### src/eic_pkg.sv
// shared constants for the e1 error insert and counter preload register page
package eic_pkg;

	// ====================
	// register offsets within the control page
	localparam logic [4:0] OFS_ERR_INS      = 5'h10;
	localparam logic [4:0] OFS_BER_PATTERN  = 5'h11;
	localparam logic [4:0] OFS_CIRC_CTRL    = 5'h12;
	localparam logic [4:0] OFS_LOAD_CTRL    = 5'h15;
	localparam logic [4:0] OFS_BER_PRE      = 5'h18;
	localparam logic [4:0] OFS_RAI_PRE      = 5'h19;
	localparam logic [4:0] OFS_FRM_PRE      = 5'h1A;
	localparam logic [4:0] OFS_BPV_PRE_HI   = 5'h1C;
	localparam logic [4:0] OFS_BPV_PRE_LO   = 5'h1D;
	localparam logic [4:0] OFS_EBIT_PRE     = 5'h1E;
	localparam logic [4:0] OFS_CRC_PRE      = 5'h1F;

	// ====================
	// field positions of the error insert and debounce word
	localparam int BIT_BPV_INS   = 7;
	localparam int BIT_CRC_INS   = 6;
	localparam int BIT_FAS_INS   = 5;
	localparam int BIT_NFAS_INS  = 4;
	localparam int BIT_LOS_INS   = 3;
	localparam int BIT_RX_BYPASS = 1;
	localparam int BIT_DEBOUNCE  = 0;

	// field positions of the circular buffer accumulate word
	localparam int BIT_B0_START_MISS = 7;
	localparam int BIT_B0_START_HIT  = 6;
	localparam int BIT_B1_START_MISS = 5;
	localparam int BIT_B1_START_HIT  = 4;
	localparam int BIT_B0_STOP_MISS  = 3;
	localparam int BIT_B0_STOP_HIT   = 2;
	localparam int BIT_B1_STOP_MISS  = 1;
	localparam int BIT_B1_STOP_HIT   = 0;

	// field positions of the counter load word
	localparam int BIT_LD_CRC  = 5;
	localparam int BIT_LD_EBIT = 4;
	localparam int BIT_LD_BPV  = 3;
	localparam int BIT_LD_FRM  = 2;
	localparam int BIT_LD_RAI  = 1;
	localparam int BIT_LD_BER  = 0;

	// ====================
	// reset values and write masks
	localparam logic [7:0] RST_ERR_INS     = 8'h00;
	localparam logic [7:0] RST_BER_PATTERN = 8'h00;
	localparam logic [7:0] RST_CIRC_CTRL   = 8'h00;
	localparam logic [7:0] RST_LOAD_CTRL   = 8'h00;
	localparam logic [7:0] MASK_ERR_INS    = 8'hFB;
	localparam logic [7:0] MASK_LOAD_CTRL  = 8'h3F;

	// expected frame alignment bits two to eight
	localparam logic [6:0] FAS_PATTERN = 7'h1B;

	// interrupt vector of start and stop buffer events
	localparam logic [7:0] IRQ_VEC_CIRC = 8'h02;

	// ====================
	// timing
	localparam int CLK_HZ         = 10_000_000;
	localparam int DEBOUNCE_MS    = 14;
	localparam int DEBOUNCE_CYC   = DEBOUNCE_MS * (CLK_HZ / 1000);

endpackage : eic_pkg

### src/eic_preload_mem.sv
// small storage for the seven counter preload words with registered read data
`timescale 1ns/1ps
module eic_preload_mem #(
	parameter int WORDS = 8
) (
	input  wire logic                 clk,
	input  wire logic                 wr_en,
	input  wire logic [2:0]           wr_idx,
	input  wire logic [7:0]           wr_data,
	input  wire logic [2:0]           rd_idx,
	output logic      [7:0]           rd_data,
	output logic      [WORDS*8-1:0]   all_words
);

	logic [7:0] mem [WORDS];

	// preload words carry no reset value
	always_ff @(posedge clk) begin
		if (wr_en) begin
			mem[wr_idx] <= wr_data;
		end
	end

	always_ff @(posedge clk) begin
		rd_data <= mem[rd_idx];
	end

	always_ff @(posedge clk) begin
		for (int i = 0; i < WORDS; i++) begin
			all_words[i*8 +: 8] <= mem[i];
		end
	end

endmodule : eic_preload_mem

### src/eic_ctrl.sv
// error insertion, buffer trigger, debounce select and counter preload control page
// Function
// RL1 - rising bipolar violation insert bit sends one violation pulse
// RL2 - rising checksum insert bit corrupts exactly one crc-4 check
// RL3 - rising align word insert bit injects one frame alignment error
// RL4 - rising non-align insert bit corrupts bit two of one word
// RL5 - steady levels and falling edges of insert bits do nothing
// RL6 - while set, force all-zero pulseless transmit data
// RL7 - bypass disables receive framing, passes raw data, reports out of sync
// RL8 - debounce select picks 14 ms filter or none, may stretch 2 ms
// RL9 - compare pattern against buffer one data, count each mismatching bit
// RL10 - bits 7..4 arm buffer start on mismatch or match
// RL11 - bits 3..0 arm buffer stop on mismatch or match; zero disables
// RL12 - rising load bits copy load words into the matching counters
// RL13 - counter preloading acts only in serial-stream control mode
// RL14 - bit error counter preloads from byte at 18h
// RL15 - violation counter preloads high from 1ch and low from 1dh
// RL16 - remote alarm counter preloads from byte at 19h
// RL17 - frame error counter preloads from byte at 1ah
// RL18 - e-bit counter preloads from byte at 1eh
// RL19 - checksum counter preloads from byte at 1fh
// RL20 - all control bits reset to zero on reset
// RL21 - source select picks frame alignment errors or pattern mismatches
// RL22 - unmasked buffer start or stop event raises vector 00000010
// RL23 - rising edges found by comparing written value with stored value
`timescale 1ns/1ps
module eic_ctrl
	import eic_pkg::*;
#(
	parameter int DEBOUNCE_CYCLES = eic_pkg::DEBOUNCE_CYC,
	parameter int SIG_WIDTH       = 4
) (
	input  wire logic                 clk,
	input  wire logic                 rst_b,
	input  wire logic                 reg_sel,
	input  wire logic                 reg_wr,
	input  wire logic                 reg_rd,
	input  wire logic [4:0]           reg_addr,
	input  wire logic [7:0]           reg_wdata,
	output logic      [7:0]           reg_rdata,
	output logic                      reg_rvalid,
	input  wire logic                 serial_mode,
	input  wire logic                 error_source_select,
	output logic                      bipolar_violation_inject,
	output logic                      checksum_error_inject,
	output logic                      align_word_error_inject,
	output logic                      nonalign_word_error_inject,
	output logic                      force_signal_absent,
	input  wire logic                 rx_line_data,
	input  wire logic                 rx_framed_data,
	input  wire logic                 framer_sync_loss,
	output logic                      serial_data_out,
	output logic                      sync_loss,
	output logic                      rx_framing_bypass,
	input  wire logic [SIG_WIDTH-1:0] rx_signalling,
	output logic                      signalling_debounce_sel,
	output logic      [SIG_WIDTH-1:0] signalling_out,
	input  wire logic                 fas_valid,
	input  wire logic [6:0]           fas_bits,
	input  wire logic                 buf_one_valid,
	input  wire logic [7:0]           buf_one_data,
	output logic                      bit_error_tally_inc,
	output logic      [3:0]           bit_error_tally_amount,
	input  wire logic                 buf_zero_code_match,
	input  wire logic                 buf_zero_code_miss,
	input  wire logic                 buf_one_code_match,
	input  wire logic                 buf_one_code_miss,
	input  wire logic                 start_irq_unmask,
	input  wire logic                 stop_irq_unmask,
	output logic                      buffer_zero_begin,
	output logic                      buffer_one_begin,
	output logic                      buffer_zero_halt,
	output logic                      buffer_one_halt,
	output logic                      circ_irq,
	output logic      [7:0]           circ_irq_vector,
	output logic                      checksum_tally_preload,
	output logic                      ebit_tally_preload,
	output logic                      violation_tally_preload,
	output logic                      frame_err_tally_preload,
	output logic                      remote_alarm_tally_preload,
	output logic                      error_rate_tally_preload,
	output logic      [7:0]           checksum_tally_value,
	output logic      [7:0]           ebit_tally_value,
	output logic      [15:0]          violation_tally_value,
	output logic      [7:0]           frame_err_tally_value,
	output logic      [7:0]           remote_alarm_tally_value,
	output logic      [7:0]           error_rate_tally_value
);

	// ====================
	// helpers

	function automatic logic [3:0] count_ones(input logic [7:0] v);
		logic [3:0] n;
		n = 4'h0;
		for (int i = 0; i < 8; i++) begin
			n = n + {3'h0, v[i]};
		end
		return n;
	endfunction : count_ones

	function automatic logic [7:0] rising(input logic [7:0] old_v, input logic [7:0] new_v);
		return new_v & ~old_v;
	endfunction : rising

	localparam int DB_W = $clog2(DEBOUNCE_CYCLES + 1);

	// ====================
	// register write decode

	logic       wr_ok;
	logic       hit_err_ins;
	logic       hit_pattern;
	logic       hit_circ;
	logic       hit_load;
	logic       hit_pre;
	logic [7:0] error_insert_debounce_select;
	logic [7:0] ber_compare_pattern;
	logic [7:0] circ_buffer_accumulate_ctrl;
	logic [7:0] counter_load_strobes;
	logic [7:0] next_ins_rise;
	logic [7:0] next_load_rise;

	assign wr_ok       = reg_sel & reg_wr;
	assign hit_err_ins = wr_ok & (reg_addr == OFS_ERR_INS);
	assign hit_pattern = wr_ok & (reg_addr == OFS_BER_PATTERN);
	assign hit_circ    = wr_ok & (reg_addr == OFS_CIRC_CTRL);
	assign hit_load    = wr_ok & (reg_addr == OFS_LOAD_CTRL);
	assign hit_pre     = wr_ok & (reg_addr >= OFS_BER_PRE) & (reg_addr != 5'h1B);

	// compare the incoming byte against the stored byte so only 0->1 changes fire
	assign next_ins_rise  = hit_err_ins ? rising(error_insert_debounce_select, reg_wdata) : 8'h00; // [RL23] [RL5]
	assign next_load_rise = hit_load ? rising(counter_load_strobes, reg_wdata & MASK_LOAD_CTRL) : 8'h00; // [RL23]

	// ====================
	// control registers

	always_ff @(posedge clk or negedge rst_b) begin
		if (!rst_b) begin
			error_insert_debounce_select <= RST_ERR_INS; // [RL20]
		end else if (hit_err_ins) begin
			error_insert_debounce_select <= reg_wdata & MASK_ERR_INS;
		end
	end

	always_ff @(posedge clk or negedge rst_b) begin
		if (!rst_b) begin
			ber_compare_pattern <= RST_BER_PATTERN; // [RL20] [RL9]
		end else if (hit_pattern) begin
			ber_compare_pattern <= reg_wdata;
		end
	end

	always_ff @(posedge clk or negedge rst_b) begin
		if (!rst_b) begin
			circ_buffer_accumulate_ctrl <= RST_CIRC_CTRL; // [RL20]
		end else if (hit_circ) begin
			circ_buffer_accumulate_ctrl <= reg_wdata;
		end
	end

	always_ff @(posedge clk or negedge rst_b) begin
		if (!rst_b) begin
			counter_load_strobes <= RST_LOAD_CTRL; // [RL20]
		end else if (hit_load) begin
			counter_load_strobes <= reg_wdata & MASK_LOAD_CTRL;
		end
	end

	// ====================
	// preload word storage

	logic [7:0]  pre_rd_data;
	logic [63:0] pre_words;

	eic_preload_mem #(
		.WORDS(8)
	) u_pre (
		.clk      (clk),
		.wr_en    (hit_pre),
		.wr_idx   (reg_addr[2:0]),
		.wr_data  (reg_wdata),
		.rd_idx   (reg_addr[2:0]),
		.rd_data  (pre_rd_data),
		.all_words(pre_words)
	);

	// ====================
	// register read-back; reads take two cycles, the unused slot reads zero

	logic       rd_pending;
	logic [4:0] rd_addr_q;

	always_ff @(posedge clk or negedge rst_b) begin
		if (!rst_b) begin
			rd_pending <= 1'b0;
			rd_addr_q  <= 5'h00;
		end else begin
			rd_pending <= reg_sel & reg_rd;
			rd_addr_q  <= reg_addr;
		end
	end

	always_ff @(posedge clk or negedge rst_b) begin
		if (!rst_b) begin
			reg_rdata  <= 8'h00;
			reg_rvalid <= 1'b0;
		end else begin
			reg_rvalid <= rd_pending;
			if (rd_pending) begin
				unique case (rd_addr_q)
					OFS_ERR_INS:     reg_rdata <= error_insert_debounce_select;
					OFS_BER_PATTERN: reg_rdata <= ber_compare_pattern;
					OFS_CIRC_CTRL:   reg_rdata <= circ_buffer_accumulate_ctrl;
					OFS_LOAD_CTRL:   reg_rdata <= counter_load_strobes;
					OFS_BER_PRE, OFS_RAI_PRE, OFS_FRM_PRE, OFS_BPV_PRE_HI,
					OFS_BPV_PRE_LO, OFS_EBIT_PRE, OFS_CRC_PRE: reg_rdata <= pre_rd_data;
					default:         reg_rdata <= 8'h00;
				endcase
			end
		end
	end

	// ====================
	// single-shot error insertion and forced signal loss

	always_ff @(posedge clk or negedge rst_b) begin
		if (!rst_b) begin
			bipolar_violation_inject   <= 1'b0;
			checksum_error_inject      <= 1'b0;
			align_word_error_inject    <= 1'b0;
			nonalign_word_error_inject <= 1'b0;
		end else begin
			// one-cycle pulse: the transmit framer acts once per pulse
			bipolar_violation_inject   <= next_ins_rise[BIT_BPV_INS];  // [RL1]
			checksum_error_inject      <= next_ins_rise[BIT_CRC_INS];  // [RL2]
			align_word_error_inject    <= next_ins_rise[BIT_FAS_INS];  // [RL3]
			nonalign_word_error_inject <= next_ins_rise[BIT_NFAS_INS]; // [RL4]
		end
	end

	always_ff @(posedge clk or negedge rst_b) begin
		if (!rst_b) begin
			force_signal_absent     <= 1'b0;
			rx_framing_bypass       <= 1'b0;
			signalling_debounce_sel <= 1'b0;
		end else begin
			force_signal_absent     <= error_insert_debounce_select[BIT_LOS_INS]; // [RL6]
			rx_framing_bypass       <= error_insert_debounce_select[BIT_RX_BYPASS]; // [RL7]
			signalling_debounce_sel <= error_insert_debounce_select[BIT_DEBOUNCE]; // [RL8]
		end
	end

	// ====================
	// receive framing bypass

	always_ff @(posedge clk or negedge rst_b) begin
		if (!rst_b) begin
			serial_data_out <= 1'b0;
			sync_loss       <= 1'b1;
		end else begin
			// unframed data goes straight through; sync reports lost meanwhile
			serial_data_out <= error_insert_debounce_select[BIT_RX_BYPASS] ? rx_line_data : rx_framed_data; // [RL7]
			sync_loss       <= error_insert_debounce_select[BIT_RX_BYPASS] | framer_sync_loss; // [RL7]
		end
	end

	// ====================
	// signalling debounce: a new value must hold for the full period

	logic [SIG_WIDTH-1:0] sig_candidate;
	logic [DB_W-1:0]      db_count;

	always_ff @(posedge clk or negedge rst_b) begin
		if (!rst_b) begin
			sig_candidate  <= '0;
			db_count       <= '0;
			signalling_out <= '0;
		end else if (!error_insert_debounce_select[BIT_DEBOUNCE]) begin
			sig_candidate  <= rx_signalling; // [RL8]
			db_count       <= '0;
			signalling_out <= rx_signalling;
		end else if (rx_signalling != sig_candidate) begin
			sig_candidate <= rx_signalling;
			db_count      <= '0;
		end else if (db_count == DB_W'(DEBOUNCE_CYCLES - 1)) begin
			// the multiframe alignment of the source adds up to 2 ms upstream
			signalling_out <= sig_candidate; // [RL8]
		end else begin
			db_count <= db_count + DB_W'(1);
		end
	end

	// ====================
	// bit error tally source

	always_ff @(posedge clk or negedge rst_b) begin
		if (!rst_b) begin
			bit_error_tally_inc    <= 1'b0;
			bit_error_tally_amount <= 4'h0;
		end else if (error_source_select) begin
			bit_error_tally_inc    <= buf_one_valid && (buf_one_data != ber_compare_pattern); // [RL21]
			bit_error_tally_amount <= buf_one_valid ? count_ones(buf_one_data ^ ber_compare_pattern) : 4'h0; // [RL9]
		end else begin
			bit_error_tally_inc    <= fas_valid && (fas_bits != FAS_PATTERN); // [RL21]
			bit_error_tally_amount <= fas_valid ? count_ones({1'b0, fas_bits ^ FAS_PATTERN}) : 4'h0;
		end
	end

	// ====================
	// circular buffer start and stop triggers

	logic next_b0_begin;
	logic next_b1_begin;
	logic next_b0_halt;
	logic next_b1_halt;

	assign next_b0_begin = (circ_buffer_accumulate_ctrl[BIT_B0_START_MISS] & buf_zero_code_miss) |
	                       (circ_buffer_accumulate_ctrl[BIT_B0_START_HIT] & buf_zero_code_match); // [RL10]
	assign next_b1_begin = (circ_buffer_accumulate_ctrl[BIT_B1_START_MISS] & buf_one_code_miss) |
	                       (circ_buffer_accumulate_ctrl[BIT_B1_START_HIT] & buf_one_code_match); // [RL10]
	assign next_b0_halt  = (circ_buffer_accumulate_ctrl[BIT_B0_STOP_MISS] & buf_zero_code_miss) |
	                       (circ_buffer_accumulate_ctrl[BIT_B0_STOP_HIT] & buf_zero_code_match); // [RL11]
	assign next_b1_halt  = (circ_buffer_accumulate_ctrl[BIT_B1_STOP_MISS] & buf_one_code_miss) |
	                       (circ_buffer_accumulate_ctrl[BIT_B1_STOP_HIT] & buf_one_code_match); // [RL11]

	always_ff @(posedge clk or negedge rst_b) begin
		if (!rst_b) begin
			buffer_zero_begin <= 1'b0;
			buffer_one_begin  <= 1'b0;
			buffer_zero_halt  <= 1'b0;
			buffer_one_halt   <= 1'b0;
		end else begin
			buffer_zero_begin <= next_b0_begin;
			buffer_one_begin  <= next_b1_begin;
			buffer_zero_halt  <= next_b0_halt;
			buffer_one_halt   <= next_b1_halt;
		end
	end

	always_ff @(posedge clk or negedge rst_b) begin
		if (!rst_b) begin
			circ_irq        <= 1'b0;
			circ_irq_vector <= 8'h00;
		end else begin
			circ_irq <= (start_irq_unmask & (next_b0_begin | next_b1_begin)) |
			            (stop_irq_unmask & (next_b0_halt | next_b1_halt)); // [RL22]
			circ_irq_vector <= IRQ_VEC_CIRC; // [RL22]
		end
	end

	// ====================
	// counter preload; load words are taken one cycle after the strobe write

	logic [7:0] ld_rise_q;

	always_ff @(posedge clk or negedge rst_b) begin
		if (!rst_b) begin
			ld_rise_q <= 8'h00;
		end else begin
			ld_rise_q <= serial_mode ? next_load_rise : 8'h00; // [RL13] [RL12]
		end
	end

	always_ff @(posedge clk or negedge rst_b) begin
		if (!rst_b) begin
			checksum_tally_preload     <= 1'b0;
			ebit_tally_preload         <= 1'b0;
			violation_tally_preload    <= 1'b0;
			frame_err_tally_preload    <= 1'b0;
			remote_alarm_tally_preload <= 1'b0;
			error_rate_tally_preload   <= 1'b0;
		end else begin
			checksum_tally_preload     <= ld_rise_q[BIT_LD_CRC];  // [RL12]
			ebit_tally_preload         <= ld_rise_q[BIT_LD_EBIT]; // [RL12]
			violation_tally_preload    <= ld_rise_q[BIT_LD_BPV];  // [RL12]
			frame_err_tally_preload    <= ld_rise_q[BIT_LD_FRM];  // [RL12]
			remote_alarm_tally_preload <= ld_rise_q[BIT_LD_RAI];  // [RL12]
			error_rate_tally_preload   <= ld_rise_q[BIT_LD_BER];  // [RL12]
		end
	end

	always_ff @(posedge clk or negedge rst_b) begin
		if (!rst_b) begin
			checksum_tally_value     <= 8'h00;
			ebit_tally_value         <= 8'h00;
			violation_tally_value    <= 16'h0000;
			frame_err_tally_value    <= 8'h00;
			remote_alarm_tally_value <= 8'h00;
			error_rate_tally_value   <= 8'h00;
		end else begin
			// values only move with their strobe, so they are stable beside it
			if (ld_rise_q[BIT_LD_BER]) begin
				error_rate_tally_value <= pre_words[OFS_BER_PRE[2:0]*8 +: 8]; // [RL14]
			end
			if (ld_rise_q[BIT_LD_BPV]) begin
				violation_tally_value <= {pre_words[OFS_BPV_PRE_HI[2:0]*8 +: 8],
				                          pre_words[OFS_BPV_PRE_LO[2:0]*8 +: 8]}; // [RL15]
			end
			if (ld_rise_q[BIT_LD_RAI]) begin
				remote_alarm_tally_value <= pre_words[OFS_RAI_PRE[2:0]*8 +: 8]; // [RL16]
			end
			if (ld_rise_q[BIT_LD_FRM]) begin
				frame_err_tally_value <= pre_words[OFS_FRM_PRE[2:0]*8 +: 8]; // [RL17]
			end
			if (ld_rise_q[BIT_LD_EBIT]) begin
				ebit_tally_value <= pre_words[OFS_EBIT_PRE[2:0]*8 +: 8]; // [RL18]
			end
			if (ld_rise_q[BIT_LD_CRC]) begin
				checksum_tally_value <= pre_words[OFS_CRC_PRE[2:0]*8 +: 8]; // [RL19]
			end
		end
	end

endmodule : eic_ctrl

### config.mk
export PLATFORM = sky130hd
export DESIGN_NAME = eic_ctrl
export DESIGN_NICKNAME = d
export VERILOG_FILES = /design/src/eic_pkg.sv /design/src/eic_preload_mem.sv /design/src/eic_ctrl.sv
export SDC_FILE = /design/constraint.sdc
export NUM_CORES = 1
export LEC_CHECK = 0
export BUFFER_PORTS_ARGS = -buffer_cell sky130_fd_sc_hd__buf_2
export CAP_MARGIN = 20
export CORE_MARGIN = 1
export CORE_UTILIZATION = 30
export CTS_CLUSTER_DIAMETER = 150
export DETAILED_ROUTE_END_ITERATION = 10
export HOLD_SLACK_MARGIN = 0.03
export SETUP_SLACK_MARGIN = 0.1
export SKIP_LAST_GASP = 1
export SYNTH_ARGS = -nofsm -noshare
export SYNTH_HDL_FRONTEND = slang
export SYNTH_HIERARCHICAL = 1
export SYNTH_SLANG_ARGS = --single-unit
### constraint.sdc
create_clock -name clk -period 7.65 [get_ports clk]
set_clock_uncertainty 0.1 [all_clocks]
set_input_delay 1.53 -clock clk [delete_from_list [all_inputs] [get_ports clk]]
set_output_delay 1.53 -clock clk [all_outputs]
set_load 0.01 [all_outputs]
Word-level counts from Yosys, hierarchy flattened

Memories as Yosys holds them, arrays and structs flattened. A register that Yosys moved wholly into a read port is not among the register bits.
Cells that the tools add are included.

Bits in registers: 158
Latch bits: 0
Bits in writable memories: 64
Bits in read-only memories: 0
Output and inout bits: 102
Memories kept: 1

Memory list:

| memory    | words | bits a word | read ports | clocked after memory_dff | write ports | RTL line              | RTL |
|---|---|---|---|---|---|---|---|
| u_pre.mem | 8     | 8           | 8          | 8                        | 1           | eic_preload_mem.sv:15 | `logic [7:0] mem [WORDS];` |

$add $sub $neg: 14
$mul: 0
Divide/modulo/power cells: 0
$lt $le $gt $ge: 1
Equality and inequality tests: 24
Shifts and indexed selects: 0
Muxes and demuxes: 19
Bitwise gates (word level): 32
Reductions and logical operators: 4

Operator list:

| operator                                                                 | number |
|---|---|
| 5-bit == test (second input constant)                                    | 15 |
| 18-bit 2-to-1 mux                                                        | 3 |
| 8-bit one-hot mux with 5 select lines                                    | 1 |
| 4-bit 2-to-1 mux                                                         | 8 |
| 4-bit by 1-bit adder with 4-bit output                                   | 7 |
| 18-bit by 1-bit adder with 18-bit output (second input constant)         | 1 |
| 1-bit AND                                                                | 18 |
| 18-bit == test (second input constant)                                   | 1 |
| 6-bit 2-to-1 mux                                                         | 2 |
| 3-bit by 1-bit adder with 4-bit output                                   | 2 |
| 8-bit AND                                                                | 1 |
| 8-bit 2-to-1 mux                                                         | 1 |
| 8-bit inequality test                                                    | 1 |
| 8-bit NOT                                                                | 1 |
| 1-bit OR                                                                 | 8 |
| 8-bit bitwise XOR                                                        | 1 |
| 7-bit by 5-bit inequality test with 1-bit output (second input constant) | 1 |
| 7-bit OR reduction                                                       | 1 |
| 2-bit by 1-bit adder with 3-bit output                                   | 2 |
| 6-bit AND                                                                | 1 |
| 6-bit NOT                                                                | 1 |
| 5-bit >= comparator (second input constant)                              | 1 |
| 5-bit inequality test (second input constant)                            | 1 |
| 1-bit by 1-bit adder with 2-bit output                                   | 2 |
| 8 further kinds                                                          | 13 |

Longest topological paths before layout

Gate-level depths: netlist of run 1.

Word-level depth: 10
Mapped depth: 12
Depth with buffers taken out: 12

Hierarchy

The synthesis of run 1 kept the hierarchy.

By module, submodules not included:

| module          | times used | cells an instance | area an instance (sq um) | sequential area each (sq um) |
|---|---|---|---|---|
| eic_ctrl        | 1          | 515               | 6678.9                   | 3955.0 |
| eic_preload_mem | 1          | 178               | 3972.6                   | 3363.2 |

Worst setup path before layout of run 1

Ideal clock, no wire load.

Path kind: in2reg
From: in buf_one_data[0]
To: reg bit_error_tally_amount[2]
Setup time: 0.101 ns
Arrival time: 4.176 ns
Required time: 7.449 ns
Path slack: 3.274 ns
Stages: 12
Path through: xnor2_1 -> inv_1 -> fa_1 -> fa_1 -> inv_1 -> fa_1 -> inv_1 -> ha_1 -> inv_1 -> fa_1 -> xor2_1 -> o32ai_1

Longest elaborated chain between the ends: 10

Ends and longest elaborated chain:

| element                                             | RTL line        | RTL |
|---|---|---|
| start, declared                                     | eic_ctrl.sv:61  | `input wire logic [7:0] buf_one_data,` |
| 8-bit bitwise XOR                                   | eic_ctrl.sv:303 | `bit_error_tally_amount <= buf_one_valid ? count_ones(buf_one_data ^ ber_compare_pattern) : 4'h0;` |
| 1-bit by 1-bit adder with 2-bit output              | eic_ctrl.sv:97  | `n = n + {3'h0, v[i]};` |
| 2-bit by 1-bit adder with 3-bit output              | eic_ctrl.sv:97  |  |
| 3-bit by 1-bit adder with 4-bit output              | eic_ctrl.sv:97  |  |
| 4-bit by 1-bit adder with 4-bit output (4 in a row) | eic_ctrl.sv:97  |  |
| 4-bit 2-to-1 mux                                    | eic_ctrl.sv:303 |  |
| 4-bit 2-to-1 mux                                    | eic_ctrl.sv:301 | `end else if (error_source_select) begin` |
| end signal, assigned                                | eic_ctrl.sv:303 |  |
| end signal, assigned                                | eic_ctrl.sv:306 | `bit_error_tally_amount <= fas_valid ? count_ones({1'b0, fas_bits ^ FAS_PATTERN}) : 4'h0;` |
| end, declared                                       | eic_ctrl.sv:63  | `output logic [3:0] bit_error_tally_amount,` |

Every way passes these cells.
A chain may end at the register's enable or synchronous reset.

Worst setup path in the final report of run 1

From: in buf_one_data[0]
To: reg bit_error_tally_amount[1]

The elaborated chain is that of the path after synthesis.

==> results.txt, run 1 <==
Max Fclk -> 0.247 GHz
First-pass GRT wire length -> 37000 µm
Postcts setup bufs -> 0
Min-Delay Path Class -> flip-flop to flip-flop
Vias per Instance -> 4.53
RSZ-0062 raised after global routing -> no
Setup-failing EPs final -> 0
Avg Cell Area, Syn -> 15.3 µm²
RePlAce Congestion -> 0.775
Max-Cap Viols -> 0
Starting DRT DRC Count -> 444
HPWL after DPL -> 16900 µm
CTS Root Buffer Type -> clkbuf_16
Pwr Density -> 274 nW/µm²
Worst EP arrival -> 4410 ps
Hold Fails Final Rpt -> 0
Post-DRT Antenna Nets -> 0
WP data required -> 8010 ps
Post_cts resized -> 0
WHS -> 262 ps
Internal power -> 0.00266 W
Hold-fix buffers, CTS -> 0
Fillers -> 3285
CP max FO -> 2
Avg WL per Cell -> 18.3 µm
Clk pwr share -> 42.9%
Setup TNS Final -> 0 ps
Area growth from synthesis to layout -> 21.3%
Core area -> 34500 µm²
Crit end category -> flip-flop
Fin crit period -> 4050 ps
CTS sink cnt -> 286
Final wirelength -> 24200 µm
Net Sw Frac -> 23.5%
Leakage -> 5.72 nW
Syn. warnings -> 6
Fin nets -> 902
TritonRoute pass-1 iters -> 5
Initial core utilization -> 30.4%
Vias post-DR -> 5973
Worst vdd ir -> 0.000183 V
# DRC -> 0
Tcrit/Tclk final -> 52.9%
FP Rows -> 68
IO buf count -> 144
Grt total ovfl -> 0
Slew headroom -> 40.8%
Crit Path Class -> input port to flip-flop
Clock Latency Late Sink -> 560 ps
Post-Syn Area -> 10500 µm²
Htree depth -> 1
Die Wd -> 189 µm
Reg area -> 7160 µm²
CTS buffer count -> 30
Sequential fraction of design power -> 48.2%
Max Slew Vio Count -> 0
Status -> finished clean
Longest Clk Path Bufs -> 3
Fin util -> 36.9%
Area occupied by multi-input gates -> 3100 µm²
Fraction of layout cells with a size suffix above 1 -> 34.2%
Largest net degree at the start of global routing -> 90
Comb pwr share -> 8.9%
Die area -> 35700 µm²
Startpoint Class -> input port
Mapped Cells -> 685
Initial antenna violation count -> 1
Switch Pwr -> 0.000818 W
I/O Pins -> 152
GRT Total Usage -> 13.7%
TritonCTS clock tree -> done
Vias in the first global route -> 6070
Clock Pin Slew Worst Setup and Hold Paths -> 60 ps
Actual slew at the worst max-slew pin -> 888 ps
Die height -> 189 µm
-- routing by layer --
layer | share of wire (%) | vias up | GRT usage [%]
met5 | 0 | - | 0
met1 | 47 | 2986 | 19.5
met2 | 45 | 183 | 21.2
met3 | 5.4 | 42 | 2.48
li1 | - | 2762 | -
met4 | 2.5 | 0 | 3.94
-- sequential cells by signal, summed over array words and instances (netlist names), 16 cells and up --
| signal | count |
|---|---|
| u_pre/mem | 64 |
| u_pre/all_words | 56 |
| db_count | 18 |
| violation_tally_value | 16 |
-- worst paths after layout --
kind	slack (ps)	cells after the start	endpoint	from
min in group asynchronous	960	1	violation_tally_value[4]$_DFFE_PN0P_	rst_b
max in group asynchronous	5040	2	ber_compare_pattern[2]$_DFFE_PN0P_	rst_b
worst min register to register	260	0	u_pre/all_words[22]$_DFF_P_	u_pre/mem[2][6]$_DFFE_PP_
worst min-delay path	260	0	u_pre/all_words[22]$_DFF_P_	u_pre/mem[2][6]$_DFFE_PP_
worst max register to register	4200	11	bit_error_tally_amount[1]$_DFF_PN0_	ber_compare_pattern[0]$_DFFE_PN0P_
worst max-delay path	3600	12	bit_error_tally_amount[1]$_DFF_PN0_	buf_one_data[0]
-- cell usage in the layout, fill, tap and decap left out, types with 14 or more instances in the layout --
master,instances
nand2_1,34
buf_2,143
clkbuf_16,30
dfrtp_1,157
dfxtp_1,64
mux2_2,87
a21oi_1,14
mux4_1,15
nor2_1,36
xor2_1,17
inv_1,21
edfxtp_1,64
-- per-stage QoR --
stage	setup slack [ps]	total power (W)	area (µm²)	instances
floorplan	3270	0.00188	10500	691
global placement	3070	0.00201	11600	1260
CTS	3600	0.00353	12700	1316
finish	3600	0.00348	12700	1319
detailed placement	3010	0.00202	11600	1260
global route	3420	0.00363	12700	1318
-- worst max-delay path, stage by stage --
cell	delay (ps)
buf_2	100
xnor2_1	170
inv_1	90
fa_1	510
fa_1	550
inv_1	60
fa_1	530
inv_1	50
ha_1	200
inv_1	80
fa_1	430
o32ai_1	130
-- area by class of cell --
| cell class | count | share of cell area, % |
|---|---|---|
| Timing Repair Buffer | 148 | 5.95 |
| Tap cell | 455 | 4.48 |
| Clock inverter | 9 | 1.01 |
| Multi-Input combinational cell | 352 | 24.4 |
| Sequential cell | 286 | 56.3 |
| Clock buffer | 47 | 7.27 |
| Antenna cell | 1 | 0.0197 |
| Inverter | 21 | 0.620 |
-- power groups by stage --
stage                     clock [W]  sequential [W]  combinational, W
after floorplan                   0         0.00171          0.000170
after global placement            0         0.00171          0.000303
after detailed placement          0         0.00171          0.000316
after CTS                   0.00154         0.00168          0.000318
after global routing        0.00159         0.00169          0.000350
final                       0.00149         0.00168          0.000310
Note: power is estimated with default switching activity, not from simulation.
==> run 2, diff against run 1 <==
==> constraint.sdc (replaced) <==
create_clock -name clk -period 3.55 [get_ports clk]
set_clock_uncertainty 0.1 [all_clocks]
set_input_delay 0.71 -clock clk [delete_from_list [all_inputs] [get_ports clk]]
set_output_delay 0.71 -clock clk [all_outputs]
set_load 0.01 [all_outputs]
==> results.txt, run 2 (same netlist as run 1, synthesis figures left out) <==
Status -> finished clean (unchanged)
Critical R2R Launch -> ber_compare_pattern[3]$_DFFE_PN0P_ (was ber_compare_pattern[0]$_DFFE_PN0P_)
Die height -> 189 µm (unchanged)
Clock Pin Slew Worst Setup and Hold Paths -> 60 ps (about the same)
Cell chain of the critical path -> xor2_2 > fa_1 > fa_1 > inv_1 > fa_1 > inv_1 > ha_2 > inv_1 > fa_2 > o32ai_2 (was buf_2 > xnor2_1 > inv_1 > fa_1 > fa_1 > inv_1 > fa_1 > inv_1 > ha_1 > inv_1 > fa_1 > o32ai_1)
Initial antenna violation count -> 0 (was 1)
Clock Latency Late Sink -> 560 ps (about the same)
Longest Clk Path Bufs -> 3 (unchanged)
Vias in the first global route -> 6166 (was 6070)
Vias per Instance -> 4.49 (was 4.53)
Crit end category -> flip-flop (unchanged)
Fraction of layout cells with a size suffix above 1 -> 35.9% (was 34.2%)
Die Wd -> 189 µm (unchanged)
Fin crit period -> 3270 ps
Met3 Wirelength -> 1290 µm (was 1310 µm)
Worst vdd ir -> 0.000398 V (was 0.000183 V)
Crit path largest cell delay -> 550 ps (about the same)
# DRC -> 0 (unchanged)
TritonRoute pass-1 iters -> 4 (was 5)
Setup-failing EPs final -> 0 (unchanged)
CTS buffer count -> 31 (was 30)
Fillers -> 3279 (was 3285)
CTS Root Buffer Type -> clkbuf_16 (unchanged)
Pwr Density -> 588 nW/µm² (was 274 nW/µm²)
Top reg by flops -> u_pre/mem (unchanged)
Pre-CTS WS -> -200 ps (was 3010 ps)
Max Slew Vio Count -> 0 (unchanged)
Die area -> 35700 µm² (unchanged)
FP Rows -> 68 (unchanged)
Initial core utilization -> 30.4% (unchanged)
Fin nets -> 919 (was 902)
Actual slew at the worst max-slew pin -> 695 ps (was 888 ps)
Startpoint Class -> flip-flop (was input port)
First-pass GRT wire length -> 37900 µm (was 37000 µm)
Area growth from synthesis to layout -> 22.8% (was 21.3%)
Top sig layer -> met4 (unchanged)
Buf+Inv Stages, Crit Path -> 3 (was 5)
Max Fclk -> 0.306 GHz
HP Start -> reg_addr[4] (was u_pre/mem[2][6]$_DFFE_PP_)
Post-DP Area -> 11800 µm² (was 11600 µm²)
WHS Path Cells -> 1 (was 0)
CP max FO -> 2 (unchanged)
Hold Path Sink -> rd_addr_q[4]$_DFF_PN0_ (was u_pre/all_words[22]$_DFF_P_)
Avg WL per Cell -> 18.7 µm (was 18.3 µm)
CP top delay family -> adder cells (unchanged)
Max-Cap Viols -> 0 (unchanged)
Most common cell after layout, fill and taps aside -> dfrtp_1 (unchanged)
Final wirelength -> 24900 µm (was 24200 µm)
Crit Path Class -> flip-flop to flip-flop (was input port to flip-flop)
Grt total ovfl -> 0 (unchanged)
Min-Delay Path Class -> input port to flip-flop (was flip-flop to flip-flop)
HPWL after DPL -> 17300 µm (was 16900 µm)
GRT Total Usage -> 14.1% (was 13.7%)
Largest net degree at the start of global routing -> 69 (was 90)
IO buf count -> 144 (unchanged)
I/O Pins -> 152 (unchanged)
WP data required -> 3890 ps (was 8010 ps)
Met1 Wirelength -> 11700 µm (was 11400 µm)
Design Area, Final -> 12900 µm² (was 12700 µm²)
RePlAce Congestion -> 0.768 (was 0.775)
Hold Fails Final Rpt -> 0 (unchanged)
Tcrit/Tclk final -> 92.1%
Worst EP arrival -> 3610 ps (was 4410 ps)
TritonCTS clock tree -> done (unchanged)
R2R depth -> 10 (was 11)
CTS sink cnt -> 286 (unchanged)
Max FFs per register -> 64 (unchanged)
Leakage -> 5.81 nW (was 5.72 nW)
R2r endpoint -> bit_error_tally_amount[1]$_DFF_PN0_ (unchanged)
Htree depth -> 1 (unchanged)
Met2 wire len -> 11600 µm (was 10900 µm)
Final Worst Setup Slack -> 279 ps (was 3600 ps)
Most frequent cells in the layout -> dfrtp_1, buf_2, mux2_2 (unchanged)
Largest registers -> u_pre/mem x64, u_pre/all_words x56, db_count x18 (unchanged)
Starting DRT DRC Count -> 304 (was 444)
Slew headroom -> 53.3% (was 40.8%)
Critical-path top delay cell -> fa_1 (unchanged)
Core area -> 34500 µm² (unchanged)
Ant. Diodes -> 0 (was 1)
RSZ-0062 raised after global routing -> no (unchanged)
Reg2Reg Setup Slack -> 280 ps (was 4200 ps)
Vias post-DR -> 5998 (was 5973)
Post-DRT Antenna Nets -> 0 (unchanged)
## run 2: changes by cell type in the layout (fill, tap and decap cells not counted), sizes merged
cell	change
clkbuf	+1
clkinv	-1
buf	+17
diode	-1
clkinvlp	-1
dlygate4sd3	+1
inv	+1
## run 2: worst register-to-register path, cell delays in order, from the launching register on
cell     delay (ps)
dfrtp_1         410
xor2_2          200
fa_1            520
fa_1            550
inv_1            50
fa_1            440
inv_1            70
ha_2            180
inv_1            50
fa_2            520
o32ai_2          60
## run 2: layout make-up
cell class                      count  area, µm²  share of cell area, %
Clock buffer                       50        943                   7.32
Clock inverter                      8        108                  0.835
Inverter                           21       78.8                  0.612
Multi-Input combinational cell    352       3140                   24.3
Sequential cell                   286       7160                   55.5
Tap cell                          455        569                   4.42
Timing Repair Buffer              164        892                   6.92
## run 2: power by group
part	switching [W]	internal (W)	leakage [nW]	total [W]
combinational	0.000387	0.000327	2.07	0.000714
clock	0.00129	0.00196	0.518	0.00325
sequential	0.000108	0.00350	3.22	0.00361
total	0.00178	0.00579	5.81	0.00758
## run 2: repair_timing
item / 4_1_cts / 5_1_grt
endpoints found under the hold margin: 1 / 0
hold buffers: 1 / 0
buffers inserted: 0 / 3
resized for setup: 0 / 4
setup endpoints to repair: 0 / 2
## run 2: stage by stage
| stage | hold slack [ps] | setup TNS (ps) | utilization, % | power, W | instances |
|---|---|---|---|---|---|
| 2_1_floorplan | 239 | 0 | - | 0.00405 | 691 |
| 3_3_place_gp | 246 | -222 | 34.2 | 0.00436 | 1274 |
| 3_5_place_dp | 252 | -372 | 34.2 | 0.00438 | 1274 |
| 4_1_cts | 134 | 0 | 37.3 | 0.00768 | 1333 |
| 5_1_grt | 159 | 0 | 37.4 | 0.00791 | 1336 |
| 6_report | 164 | 0 | 37.4 | 0.00758 | 1336 |
## run 2: how the worst max path moves through the flow
stage	from	end	slack, ps	cells past startpoint
2_1_floorplan	buf_one_data[3]	bit_error_tally_amount[2]$_DFF_PN0_	90	11
3_5_place_dp	buf_one_data[0]	bit_error_tally_amount[2]$_DFF_PN0_	-200	13
6_report	ber_compare_pattern[3]$_DFFE_PN0P_	bit_error_tally_amount[1]$_DFF_PN0_	280	10
5_1_grt	ber_compare_pattern[3]$_DFFE_PN0P_	bit_error_tally_amount[2]$_DFF_PN0_	120	11
4_1_cts	ber_compare_pattern[0]$_DFFE_PN0P_	bit_error_tally_amount[2]$_DFF_PN0_	170	12
3_3_place_gp	buf_one_data[0]	bit_error_tally_amount[2]$_DFF_PN0_	-120	13
## run 2: per-layer routing
metal / vias up / track usage (%)
met5: - / 0
met4: 0 / 3.54
met3: 29 / 2.19
met2: 157 / 22.0
met1: 3020 / 20.5
li1: 2792 / -
